File: config.mk
export PLATFORM = sky130hd
export DESIGN_NAME = fmsc_cmd
export DESIGN_NICKNAME = d
export VERILOG_FILES = /design/src/rtl/fmsc_cmd.v /design/src/rtl/fmsc_sync.v
export VERILOG_INCLUDE_DIRS = /design/src /design/src/rtl
export SDC_FILE = /design/constraint.sdc
export NUM_CORES = 2
export LEC_CHECK = 0
export ABC_CLOCK_PERIOD_IN_PS = 3100
export BUFFER_PORTS_ARGS = -buffer_cell sky130_fd_sc_hd__buf_2
export CAP_MARGIN = 15
export CORE_ASPECT_RATIO = 1.1
export CORE_UTILIZATION = 38
export DETAILED_ROUTE_END_ITERATION = 6
export PLACE_DENSITY_LB_ADDON = 0.08
export SYNTH_ARGS = -nofsm -noshare
export SYNTH_HDL_FRONTEND = slang
export SYNTH_SLANG_ARGS = --single-unit
File: constraint.sdc
create_clock -name pclk -period 3.1 [get_ports pclk]
set_input_delay 0.62 -clock pclk [delete_from_list [all_inputs] [get_ports pclk]]
set_output_delay 0.62 -clock pclk [all_outputs]
set_load 0.03 [all_outputs]
File: src/rtl/fmsc_defs.vh
// Constants for the fieldbus master statistics command handler
`ifndef FMSC_DEFS_VH
`define FMSC_DEFS_VH

// APB byte offsets
`define FMSC_A_CTRL       8'h00
`define FMSC_A_STATUS     8'h04
`define FMSC_A_LEN        8'h08
`define FMSC_A_WAIT       8'h0C
`define FMSC_A_STAT_TYPE  8'h10
`define FMSC_A_STAT_ADDR  8'h14
`define FMSC_A_CMD        8'h18
`define FMSC_A_RSP_TYPE   8'h1C
`define FMSC_A_RSP_OFS    8'h20
`define FMSC_A_RSP_SIZE   8'h24
// Reply words 1..20 sit at word index 16..35 (byte 0x40..0x8C)
`define FMSC_W_RPLY_FIRST 6'h10
`define FMSC_W_RPLY_LAST  6'h23

// Control and status bit positions
`define FMSC_B_GO         0
`define FMSC_B_DONE_CLR   1
`define FMSC_B_BUSY       0
`define FMSC_B_DONE       1

// Command codes and reply shapes
`define FMSC_CMD_HEADER   16'h0005
`define FMSC_CMD_CLEAR    16'h0006
`define FMSC_LEN_HEADER   5'h14
`define FMSC_LEN_CLEAR    5'h02
`define FMSC_WAIT_NONE    16'h0000
`define FMSC_ROLE_MASTER  16'h0002
`define FMSC_ROLE_SLAVE   16'h0001
`define FMSC_CLR_OK       16'h0001
`define FMSC_CLR_FAIL     16'h0000
`define FMSC_SRC_MASTER   8'hFF

// Request status word values
`define FMSC_ST_OK        16'h0001
`define FMSC_ST_FAIL      16'h0002

// Statistics counter slots
`define FMSC_NCNT         10
`define FMSC_E_BUS_FAULT  0
`define FMSC_E_REJECTED   1
`define FMSC_E_DIAG       2
`define FMSC_E_GLOBAL     3
`define FMSC_E_EXCH       4
`define FMSC_E_EXCH_POS   5
`define FMSC_E_EXCH_NEG   6
`define FMSC_E_ACT        7
`define FMSC_E_ALL_POS    8
`define FMSC_E_ALL_NEG    9

`endif

File: src/rtl/fmsc_cmd.v
// Statistics command handler of a fieldbus master, APB programmed
//
// Local design decisions: register access over APB and the register addresses.
`include "fmsc_defs.vh"

module fmsc_cmd #(
  parameter [7:0] FW_MAJOR = 8'h01,
  parameter [7:0] FW_MINOR = 8'h00
) (
  input  wire        pclk,
  input  wire        presetn,
  input  wire        ce,
  input  wire        psel,
  input  wire        penable,
  input  wire        pwrite,
  input  wire [7:0]  paddr,
  input  wire [31:0] pwdata,
  output reg  [31:0] prdata,
  output reg         pready,
  output reg         pslverr,
  input  wire [9:0]  evt_pin,
  input  wire        is_master,
  input  wire [7:0]  global_state,
  input  wire [7:0]  shared_memory_state,
  input  wire        err_report,
  input  wire        err_by_master,
  input  wire [6:0]  err_station,
  input  wire [7:0]  err_code,
  input  wire [15:0] slaves_detected,
  input  wire [15:0] slaves_set_up,
  input  wire [15:0] slaves_exchanging,
  input  wire [15:0] exchange_time_ms,
  output reg         mem_we,
  output reg         mem_is_status,
  output reg  [15:0] mem_type,
  output reg  [15:0] mem_addr,
  output reg  [15:0] mem_data,
  output reg         busy
);
  localparam [1:0] ST_IDLE = 2'b00;
  localparam [1:0] ST_SEND = 2'b01;
  localparam [1:0] ST_STAT = 2'b10;

  ////////////////////////////////////////////////////////////////////////////
  // Event pins

  wire [`FMSC_NCNT-1:0] evt_p;

  fmsc_sync #(
    .W (`FMSC_NCNT)
  ) u_sync (
    .pclk    (pclk),
    .presetn (presetn),
    .ce      (ce),
    .pin_in  (evt_pin),
    .rise_p  (evt_p)
  );

  ////////////////////////////////////////////////////////////////////////////
  // Registers and state

  reg  [15:0] len_q;
  reg  [15:0] wait_q;
  reg  [15:0] stat_type_q;
  reg  [15:0] stat_addr_q;
  reg  [15:0] cmd_q;
  reg  [15:0] rsp_type_q;
  reg  [15:0] rsp_ofs_q;
  reg  [15:0] rsp_size_q;
  reg         done_q;
  reg  [15:0] last_st_q;
  reg  [1:0]  state_q;
  reg  [4:0]  idx_q;
  reg  [4:0]  nwords_q;
  reg  [15:0] st_code_q;
  reg         clr_cnt_q;
  reg  [7:0]  err_src_q;
  reg  [7:0]  err_evt_q;
  reg  [15:0] rply_q [0:19];
  wire [16*`FMSC_NCNT-1:0] cnt_w;

  wire        wr_en   = psel & penable & pready & pwrite;
  wire        setup   = psel & ~penable;
  wire [5:0]  widx    = paddr[7:2];
  wire        rply_hit = (paddr[1:0] == 2'b00) && (widx >= `FMSC_W_RPLY_FIRST) &&
                         (widx <= `FMSC_W_RPLY_LAST);
  wire [5:0]  rply_i6 = widx - `FMSC_W_RPLY_FIRST;
  wire [4:0]  rply_i  = rply_i6[4:0];
  wire        go      = wr_en && (paddr == `FMSC_A_CTRL) && pwdata[`FMSC_B_GO];
  wire        done_clr = wr_en && (paddr == `FMSC_A_CTRL) && pwdata[`FMSC_B_DONE_CLR];

  ////////////////////////////////////////////////////////////////////////////
  // Statistics counters

  genvar k;
  generate
    for (k = 0; k < `FMSC_NCNT; k = k + 1) begin : g_cnt
      reg [15:0] c_q;
      always @(posedge pclk or negedge presetn) begin
        if (!presetn) begin
          c_q <= 16'h0000;
        end else if (ce) begin
          // An event landing on the clear cycle is kept as the first count
          if (clr_cnt_q) begin
            c_q <= {15'h0000, evt_p[k]};
          end else if (evt_p[k]) begin
            c_q <= c_q + 16'h0001;
          end
        end
      end
      assign cnt_w[16*k +: 16] = c_q;
    end
  endgenerate

  ////////////////////////////////////////////////////////////////////////////
  // Last error latch

  always @(posedge pclk or negedge presetn) begin
    if (!presetn) begin
      err_src_q <= 8'h00;
      err_evt_q <= 8'h00;
    end else if (ce && err_report) begin
      if (err_by_master) begin
        err_src_q <= `FMSC_SRC_MASTER;
      end else begin
        err_src_q <= {1'b0, err_station};
      end
      err_evt_q <= err_code;
    end
  end

  ////////////////////////////////////////////////////////////////////////////
  // APB slave: one wait-free access phase after setup

  always @(posedge pclk or negedge presetn) begin
    if (!presetn) begin
      pready  <= 1'b0;
      pslverr <= 1'b0;
      prdata  <= 32'h0000_0000;
    end else if (ce) begin
      pready  <= setup;
      pslverr <= 1'b0;
      if (setup) begin
        prdata <= 32'h0000_0000;
        if (rply_hit) begin
          if (!pwrite) begin
            prdata <= {16'h0000, rply_q[rply_i]};
          end else begin
            pslverr <= 1'b1;
          end
        end else if (paddr == `FMSC_A_CTRL) begin
          prdata <= 32'h0000_0000;
        end else if (paddr == `FMSC_A_STATUS) begin
          prdata <= {last_st_q, 14'h0000, done_q, busy};
        end else if (paddr == `FMSC_A_LEN) begin
          prdata <= {16'h0000, len_q};
        end else if (paddr == `FMSC_A_WAIT) begin
          prdata <= {16'h0000, wait_q};
        end else if (paddr == `FMSC_A_STAT_TYPE) begin
          prdata <= {16'h0000, stat_type_q};
        end else if (paddr == `FMSC_A_STAT_ADDR) begin
          prdata <= {16'h0000, stat_addr_q};
        end else if (paddr == `FMSC_A_CMD) begin
          prdata <= {16'h0000, cmd_q};
        end else if (paddr == `FMSC_A_RSP_TYPE) begin
          prdata <= {16'h0000, rsp_type_q};
        end else if (paddr == `FMSC_A_RSP_OFS) begin
          prdata <= {16'h0000, rsp_ofs_q};
        end else if (paddr == `FMSC_A_RSP_SIZE) begin
          prdata <= {16'h0000, rsp_size_q};
        end else begin
          pslverr <= 1'b1;
        end
      end
    end
  end

  // Command block words are frozen while a request runs
  always @(posedge pclk or negedge presetn) begin
    if (!presetn) begin
      len_q       <= 16'h0000;
      wait_q      <= 16'h0000;
      stat_type_q <= 16'h0000;
      stat_addr_q <= 16'h0000;
      cmd_q       <= 16'h0000;
      rsp_type_q  <= 16'h0000;
      rsp_ofs_q   <= 16'h0000;
      rsp_size_q  <= 16'h0000;
    end else if (ce && wr_en && !busy) begin
      if (paddr == `FMSC_A_LEN) begin
        len_q <= pwdata[15:0];
      end else if (paddr == `FMSC_A_WAIT) begin
        wait_q <= pwdata[15:0];
      end else if (paddr == `FMSC_A_STAT_TYPE) begin
        stat_type_q <= pwdata[15:0];
      end else if (paddr == `FMSC_A_STAT_ADDR) begin
        stat_addr_q <= pwdata[15:0];
      end else if (paddr == `FMSC_A_CMD) begin
        cmd_q <= pwdata[15:0];
      end else if (paddr == `FMSC_A_RSP_TYPE) begin
        rsp_type_q <= pwdata[15:0];
      end else if (paddr == `FMSC_A_RSP_OFS) begin
        rsp_ofs_q <= pwdata[15:0];
      end else if (paddr == `FMSC_A_RSP_SIZE) begin
        rsp_size_q <= pwdata[15:0];
      end
    end
  end

  ////////////////////////////////////////////////////////////////////////////
  // Command sequencer

  // Only no-wait requests are served
  wire wait_ok  = (wait_q == `FMSC_WAIT_NONE);
  wire hdr_ok   = wait_ok && (rsp_size_q >= {11'h000, `FMSC_LEN_HEADER});
  wire clr_size = (rsp_size_q <= {11'h000, `FMSC_LEN_CLEAR});

  integer j;

  always @(posedge pclk or negedge presetn) begin
    if (!presetn) begin
      state_q   <= ST_IDLE;
      busy      <= 1'b0;
      done_q    <= 1'b0;
      last_st_q <= 16'h0000;
      st_code_q <= 16'h0000;
      idx_q     <= 5'h00;
      nwords_q  <= 5'h00;
      clr_cnt_q <= 1'b0;
      mem_we        <= 1'b0;
      mem_is_status <= 1'b0;
      mem_type      <= 16'h0000;
      mem_addr      <= 16'h0000;
      mem_data      <= 16'h0000;
      for (j = 0; j < `FMSC_LEN_HEADER; j = j + 1) begin
        rply_q[j] <= 16'h0000;
      end
    end else if (ce) begin
      clr_cnt_q <= 1'b0;
      mem_we    <= 1'b0;
      // Completion sets done in the same cycle a clear would drop it
      if (done_clr) begin
        done_q <= 1'b0;
      end
      case (state_q)
        ST_IDLE: begin
          if (go) begin
            busy    <= 1'b1;
            idx_q   <= 5'h00;
            state_q <= ST_SEND;
            if (cmd_q == `FMSC_CMD_HEADER && hdr_ok) begin
              rply_q[0]  <= `FMSC_CMD_HEADER;
              rply_q[1]  <= is_master ? `FMSC_ROLE_MASTER : `FMSC_ROLE_SLAVE;
              rply_q[2]  <= {FW_MAJOR, FW_MINOR};
              rply_q[3]  <= {shared_memory_state, global_state};
              rply_q[4]  <= {(err_src_q != 8'h00) ? err_evt_q : 8'h00, err_src_q};
              rply_q[5]  <= cnt_w[16*`FMSC_E_BUS_FAULT +: 16];
              rply_q[6]  <= cnt_w[16*`FMSC_E_REJECTED +: 16];
              rply_q[7]  <= cnt_w[16*`FMSC_E_DIAG +: 16];
              rply_q[8]  <= cnt_w[16*`FMSC_E_GLOBAL +: 16];
              rply_q[9]  <= cnt_w[16*`FMSC_E_EXCH +: 16];
              rply_q[10] <= cnt_w[16*`FMSC_E_EXCH_POS +: 16];
              rply_q[11] <= cnt_w[16*`FMSC_E_EXCH_NEG +: 16];
              rply_q[12] <= cnt_w[16*`FMSC_E_ACT +: 16];
              rply_q[13] <= cnt_w[16*`FMSC_E_ALL_POS +: 16];
              rply_q[14] <= cnt_w[16*`FMSC_E_ALL_NEG +: 16];
              rply_q[15] <= slaves_detected;
              rply_q[16] <= slaves_set_up;
              rply_q[17] <= slaves_exchanging;
              rply_q[18] <= exchange_time_ms;
              rply_q[19] <= 16'h0000;
              nwords_q   <= `FMSC_LEN_HEADER;
              st_code_q  <= `FMSC_ST_OK;
            end else if (cmd_q == `FMSC_CMD_CLEAR && wait_ok) begin
              rply_q[0] <= `FMSC_CMD_CLEAR;
              nwords_q  <= `FMSC_LEN_CLEAR;
              if (clr_size) begin
                clr_cnt_q <= 1'b1;
                rply_q[1] <= `FMSC_CLR_OK;
                st_code_q <= `FMSC_ST_OK;
              end else begin
                rply_q[1] <= `FMSC_CLR_FAIL;
                st_code_q <= `FMSC_ST_FAIL;
              end
            end else begin
              // Unknown command or bad block: status only, no reply words
              nwords_q  <= 5'h00;
              st_code_q <= `FMSC_ST_FAIL;
            end
          end
        end
        ST_SEND: begin
          if (idx_q == nwords_q) begin
            state_q <= ST_STAT;
          end else begin
            mem_we        <= 1'b1;
            mem_is_status <= 1'b0;
            mem_type      <= rsp_type_q;
            mem_addr      <= rsp_ofs_q + {11'h000, idx_q};
            mem_data      <= rply_q[idx_q];
            idx_q         <= idx_q + 5'h01;
          end
        end
        ST_STAT: begin
          mem_we        <= 1'b1;
          mem_is_status <= 1'b1;
          mem_type      <= stat_type_q;
          mem_addr      <= stat_addr_q + 16'h0001;
          mem_data      <= st_code_q;
          last_st_q     <= st_code_q;
          done_q        <= 1'b1;
          busy          <= 1'b0;
          state_q       <= ST_IDLE;
        end
        default: begin
          state_q <= ST_IDLE;
          busy    <= 1'b0;
        end
      endcase
    end
  end
endmodule // fmsc_cmd

File: src/rtl/fmsc_sync.v
// Three-stage pin synchroniser with rising-edge pulse, one per bit
module fmsc_sync #(
  parameter W = 10
) (
  input  wire         pclk,
  input  wire         presetn,
  input  wire         ce,
  input  wire [W-1:0] pin_in,
  output wire [W-1:0] rise_p
);
  genvar i;
  generate
    for (i = 0; i < W; i = i + 1) begin : g_bit
      reg s1_q;
      reg s2_q;
      reg s3_q;
      reg p_q;
      reg s3_prev_q;
      always @(posedge pclk or negedge presetn) begin
        if (!presetn) begin
          s1_q <= 1'b0;
          s2_q <= 1'b0;
          s3_q <= 1'b0;
          p_q  <= 1'b0;
        end else if (ce) begin
          s1_q <= pin_in[i];
          s2_q <= s1_q;
          s3_q <= s2_q;
          // Edge counts only once stages two and three agree on the new level
          p_q  <= s2_q & s3_q & ~p_q & ~s3_prev_q;
        end
      end
      always @(posedge pclk or negedge presetn) begin
        if (!presetn) begin
          s3_prev_q <= 1'b0;
        end else if (ce) begin
          s3_prev_q <= s3_q;
        end
      end
      assign rise_p[i] = p_q;
    end
  endgenerate
endmodule // fmsc_sync

==> results.txt <==
----------------------------------------------------
[Outcome]
  Run status ... completed

[Cells and area]
  Share of layout cells above drive strength 1 ... 22.4%
  Net total in the final layout ... 3,978
  Non-Filler Instances ... 5,055
  Layout Area Growth over Synthesis ... 17.6%
  Filler Cell Count ... 8,836

[Global route]
  Met3 routing resource usage after global routing ... 2.64%
  Via count of the first global-routing pass ... 27,400
  GRT Util Overall ... 25.1%
  Overflow left after global routing ... 0
  Initial antenna violation count ... 5
  Global-route wire length before repair ... 178,000 µm
  Met2 Use GR ... 42.4%
  Largest net degree at the start of global routing ... 88
  Global route hottest layer ... met2
  Met1 track utilization from global routing ... 32.7%

[Flow run]
  # Max-Cap Violations ... 0

[Synth]
  Async SR Flop Fraction ... 100%
  Main synth FF type ... dfrtp_1
  Number of enable-type register cells in the synthesized netlist ... 0
  Cell area after synthesis ... 35,300 µm²
  Yosys reg bits ... 702
  Sequential cell area fraction in the yosys report ... 49.8%
  Syn Area/Cell ... 9.99 µm²
  Instance count of the mapped netlist ... 3,535
  Netlist cell types ... 69
  Yosys warning total ... 0

[Timing]
  Unrepaired setup endpoints after global routing ... false
  Final critical delay including setup and external delays ... 2.64 ns
  Number of failing hold endpoints at the final stage ... 0
  Max transition margin ... 48.2%
  Number of max-slew violations in the final report ... 0
  Fmax ... 0.379 GHz
  Setup TNS Final ... 0 ns
  Actual transition at the worst max-transition pin ... 0.774 ns
  Clock tree skew after final layout ... 0.0300 ns
  Endpoints failing setup ... 0
  Final cycle utilization of the critical path ... 85.2%

[Clock network]
  Cell at the root of the clock tree ... clkbuf_16
  Post-CTS setup buffer count ... 0
  Clock net sink count ... 702
  Number of levels the H-tree was split into ... 3
  Insertion delay to the later sink of the worst-skew pair ... 0.65 ns
  Inserted Clock Buffers ... 82
  Number of buffers between clock root and the deepest sink ... 3
  Clock transition at path regs ... 0.06 ns
  TritonCTS clock tree ... built

[Setup path]
  Logic depth of the worst register-to-register path ... 7
  Beginning of the worst register-to-register path ... idx_q[1]$_DFFE_PN0P_
  CP Launch Point ... idx_q[1]$_DFFE_PN0P_
  Maximum fanout along the worst path ... 44
  Type of destination of the critical path ... register
  Critical Path Source Type ... register
  Destination of the critical timing path ... mem_data[14]$_DFFE_PN0P_
  Worst Path Required ... 3.59 ns
  Endpoint of the lowest-slack register-to-register path ... mem_data[14]$_DFFE_PN0P_
  Data arrival at the endpoint of the critical path ... 3.13 ns
  Setup slack of the worst register-to-register path ... 0.46 ns
  Critical path class ... reg2reg

[Power and ir drop]
  Switching share of power ... 27.1%
  P per Cell Area ... 542 nW/µm²
  Clock network fraction of design power ... 44.0%
  Logic gate share of total power ... 10.9%
  Cell internal power dissipation ... 0.0164 W
  Switch Pwr ... 0.00610 W
  VDD IR-drop max ... 0.470 mV
  Proportion of power drawn by flip-flops and latches ... 45.2%
  Static leakage power ... 20.0 nW

[Route]
  Wire length after detailed routing ... 117,000 µm
  Residual DRC count ... 0
  Detailed Route Iter0 Violations ... 1,806
  Count of antenna-violating nets left after detailed routing ... 0
  Routed length per placed instance ... 23.2 µm
  Ratio of routed vias to standard cells ... 5.42
  Routed vias ... 27,400
  First-pass detailed-route iteration total ... 6

[Place]
  Routability Congestion ... 0.886
  Placed Instances ... 4,898
  Detailed placer's ending HPWL ... 86,000 µm
  Number of port buffers ... 208

[Min path]
  Worst Hold Class ... in2reg

[Floorplan]
  Number of placement rows ... 116
  Number of placed I/O pins ... 239
  Area of the placeable core ... 91,400 µm²
  Vert. Die Dim ... 322 µm
  Total Die Area ... 94,100 µm²
  Die Span X ... 293 µm
  Starting density of the core ... 38.6%

----------------------------------------------------
cell usage after synthesis, types with 8 or more instances:
cell | n | share of area, %
xor2_1 | 101 | 2.5
and2_1 | 10 | 0.18
a22o_1 | 20 | 0.50
or3_1 | 17 | 0.30
inv_1 | 22 | 0.23
nand2_1 | 994 | 11
nand4_1 | 28 | 0.50
mux2_2 | 232 | 7.4
nor4_1 | 16 | 0.28
nand3b_1 | 10 | 0.21
nand2b_1 | 14 | 0.25
clkbuf_1 | 119 | 1.3
o22ai_1 | 42 | 0.74
buf_6 | 19 | 0.61
xnor2_1 | 42 | 1.0
nor2b_1 | 21 | 0.37
dfrtp_1 | 702 | 50
a22oi_1 | 13 | 0.28
a211oi_1 | 8 | 0.17
nand3_1 | 99 | 1.4
o221ai_1 | 25 | 0.62
and4_1 | 8 | 0.20
and3_1 | 41 | 0.73
nor2_1 | 195 | 2.1
a21o_1 | 9 | 0.19
mux4_2 | 84 | 5.4
ha_1 | 20 | 0.71
buf_2 | 57 | 0.81
buf_1 | 25 | 0.27
buf_4 | 16 | 0.34
nand4b_1 | 12 | 0.30
o2bb2ai_1 | 28 | 0.69
a21oi_1 | 121 | 1.7
mux2i_1 | 83 | 2.4
a31oi_1 | 20 | 0.35
nor3_1 | 31 | 0.44
o21ai_0 | 135 | 1.9
how the worst min path moves through the flow:
stage               depth (start not counted)                                  start                               to
finish                                      3                     slaves_detected[7]           rply_q[71]$_DFFE_PN0P_
global route                                3                     slaves_detected[7]           rply_q[71]$_DFFE_PN0P_
CTS                                         3                     slaves_detected[7]           rply_q[71]$_DFFE_PN0P_
detailed placement                          1  u_sync.g_bit[5].s3_prev_q$_DFFE_PN0P_  u_sync.g_bit[5].p_q$_DFFE_PN0P_
global placement                            1  u_sync.g_bit[8].s3_prev_q$_DFFE_PN0P_  u_sync.g_bit[8].p_q$_DFFE_PN0P_
floorplan                                   0                                presetn                 busy$_DFFE_PN0P_
critical path, cell delays in order, from the launching register on:
cell	delay, ns
dfrtp_4	0.56
buf_12	0.23
xnor2_1	0.21
o211ai_1	0.15
or2_2	0.36
nand3_4	0.26
or3_1	0.48
o221ai_1	0.21
per-layer routing:
| layer | vias up | wire length [µm] |
|---|---|---|
| li1 | 12800 | - |
| met3 | 179 | 3990 |
| met2 | 563 | 57400 |
| met1 | 13800 | 50600 |
| met5 | - | 14 |
| met4 | 2 | 5010 |
area by class of cell:
| cell class | count | area [µm²] | area share [%] |
|---|---|---|---|
| Antenna cell | 5 | 12.5 | 0.0301 |
| Clock buffer | 130 | 2450 | 5.91 |
| Clock inverter | 21 | 273 | 0.657 |
| Inverter | 22 | 82.6 | 0.199 |
| Multi-Input combinational cell | 2588 | 16600 | 40.0 |
| Sequential cell | 702 | 17600 | 42.3 |
| Tap cell | 1180 | 1480 | 3.56 |
| Timing Repair Buffer | 407 | 3060 | 7.37 |
placed cells by master (no fill, tap or decap), drive strengths merged, types with 14 or more instances in the layout:
cell type,synthesis,layout
mux4,84,84
o221ai,25,25
conb,1,14
nand4,28,28
mux2i,83,83
a31oi,20,20
o22ai,42,42
a22o,20,20
nor2,195,195
and3,41,41
o2bb2ai,28,28
nor4,18,18
xor2,101,101
o21ai,135,135
mux2,232,232
a21oi,121,121
nand2b,14,14
nor3,31,31
inv,22,26
nand2,994,994
buf,117,406
ha,20,20
nor2b,21,21
or3,17,17
xnor2,42,42
nand3,99,99
dfrtp,702,702
clkbuf,119,130
logic make-up (layout without fill, tap and decap cells):
logic type	after synthesis	in the layout	share of synthesized area (%)
adder cells (fa/ha/maj)	21	21	0.766
flip-flops	702	702	49.8
AO/OA/AOI/OAI	497	497	9.03
AND/OR/NAND/NOR	1514	1514	18.2
XOR/XNOR	143	143	3.55
other	1	19	0.0106
multiplexers	399	399	15.1
buffers and inverters	258	580	3.52
state kept, by name (all words and copies together), names as in the netlist, 16 cells and up:
| signal | cells |
|---|---|
| cmd_q | 16 |
| rsp_ofs_q | 16 |
| mem_addr | 16 |
| g_cnt.c_q | 160 |
| stat_addr_q | 16 |
| rsp_type_q | 16 |
| rsp_size_q | 16 |
| prdata | 18 |
| mem_data | 16 |
| mem_type | 16 |
| len_q | 16 |
| stat_type_q | 16 |
| wait_q | 16 |
| rply_q | 262 |
power groups by stage:
| stage | logic, W | clock network [W] | registers (W) |
|---|---|---|---|
| after detailed placement | 0.00247 | 0 | 0.0103 |
| after global routing | 0.00270 | 0.0105 | 0.0102 |
| after CTS | 0.00248 | 0.0101 | 0.0102 |
| final | 0.00244 | 0.00990 | 0.0102 |
| after floorplan | 0.00138 | 0 | 0.0103 |
| after global placement | 0.00244 | 0 | 0.0103 |
metrics by stage:
stage               instance area [µm²]  utilization, %  hold WS, ns  setup WS [ns]  total power (W)
finish                            41500            45.4        0.165          0.458           0.0225
floorplan                         35300               -        0.324          0.440           0.0117
global placement                  38800            42.4        0.435         0.0767           0.0128
global route                      41500            45.4        0.167          0.335           0.0235
detailed placement                38800            42.4        0.437         0.0621           0.0128
CTS                               41500            45.4        0.125          0.410           0.0228
timing repair:
action	CTS	global route
resized for setup	0	0
hold buffers	1	0
hold endpoints to repair	8	0
Power figures use the tool's default switching activity.
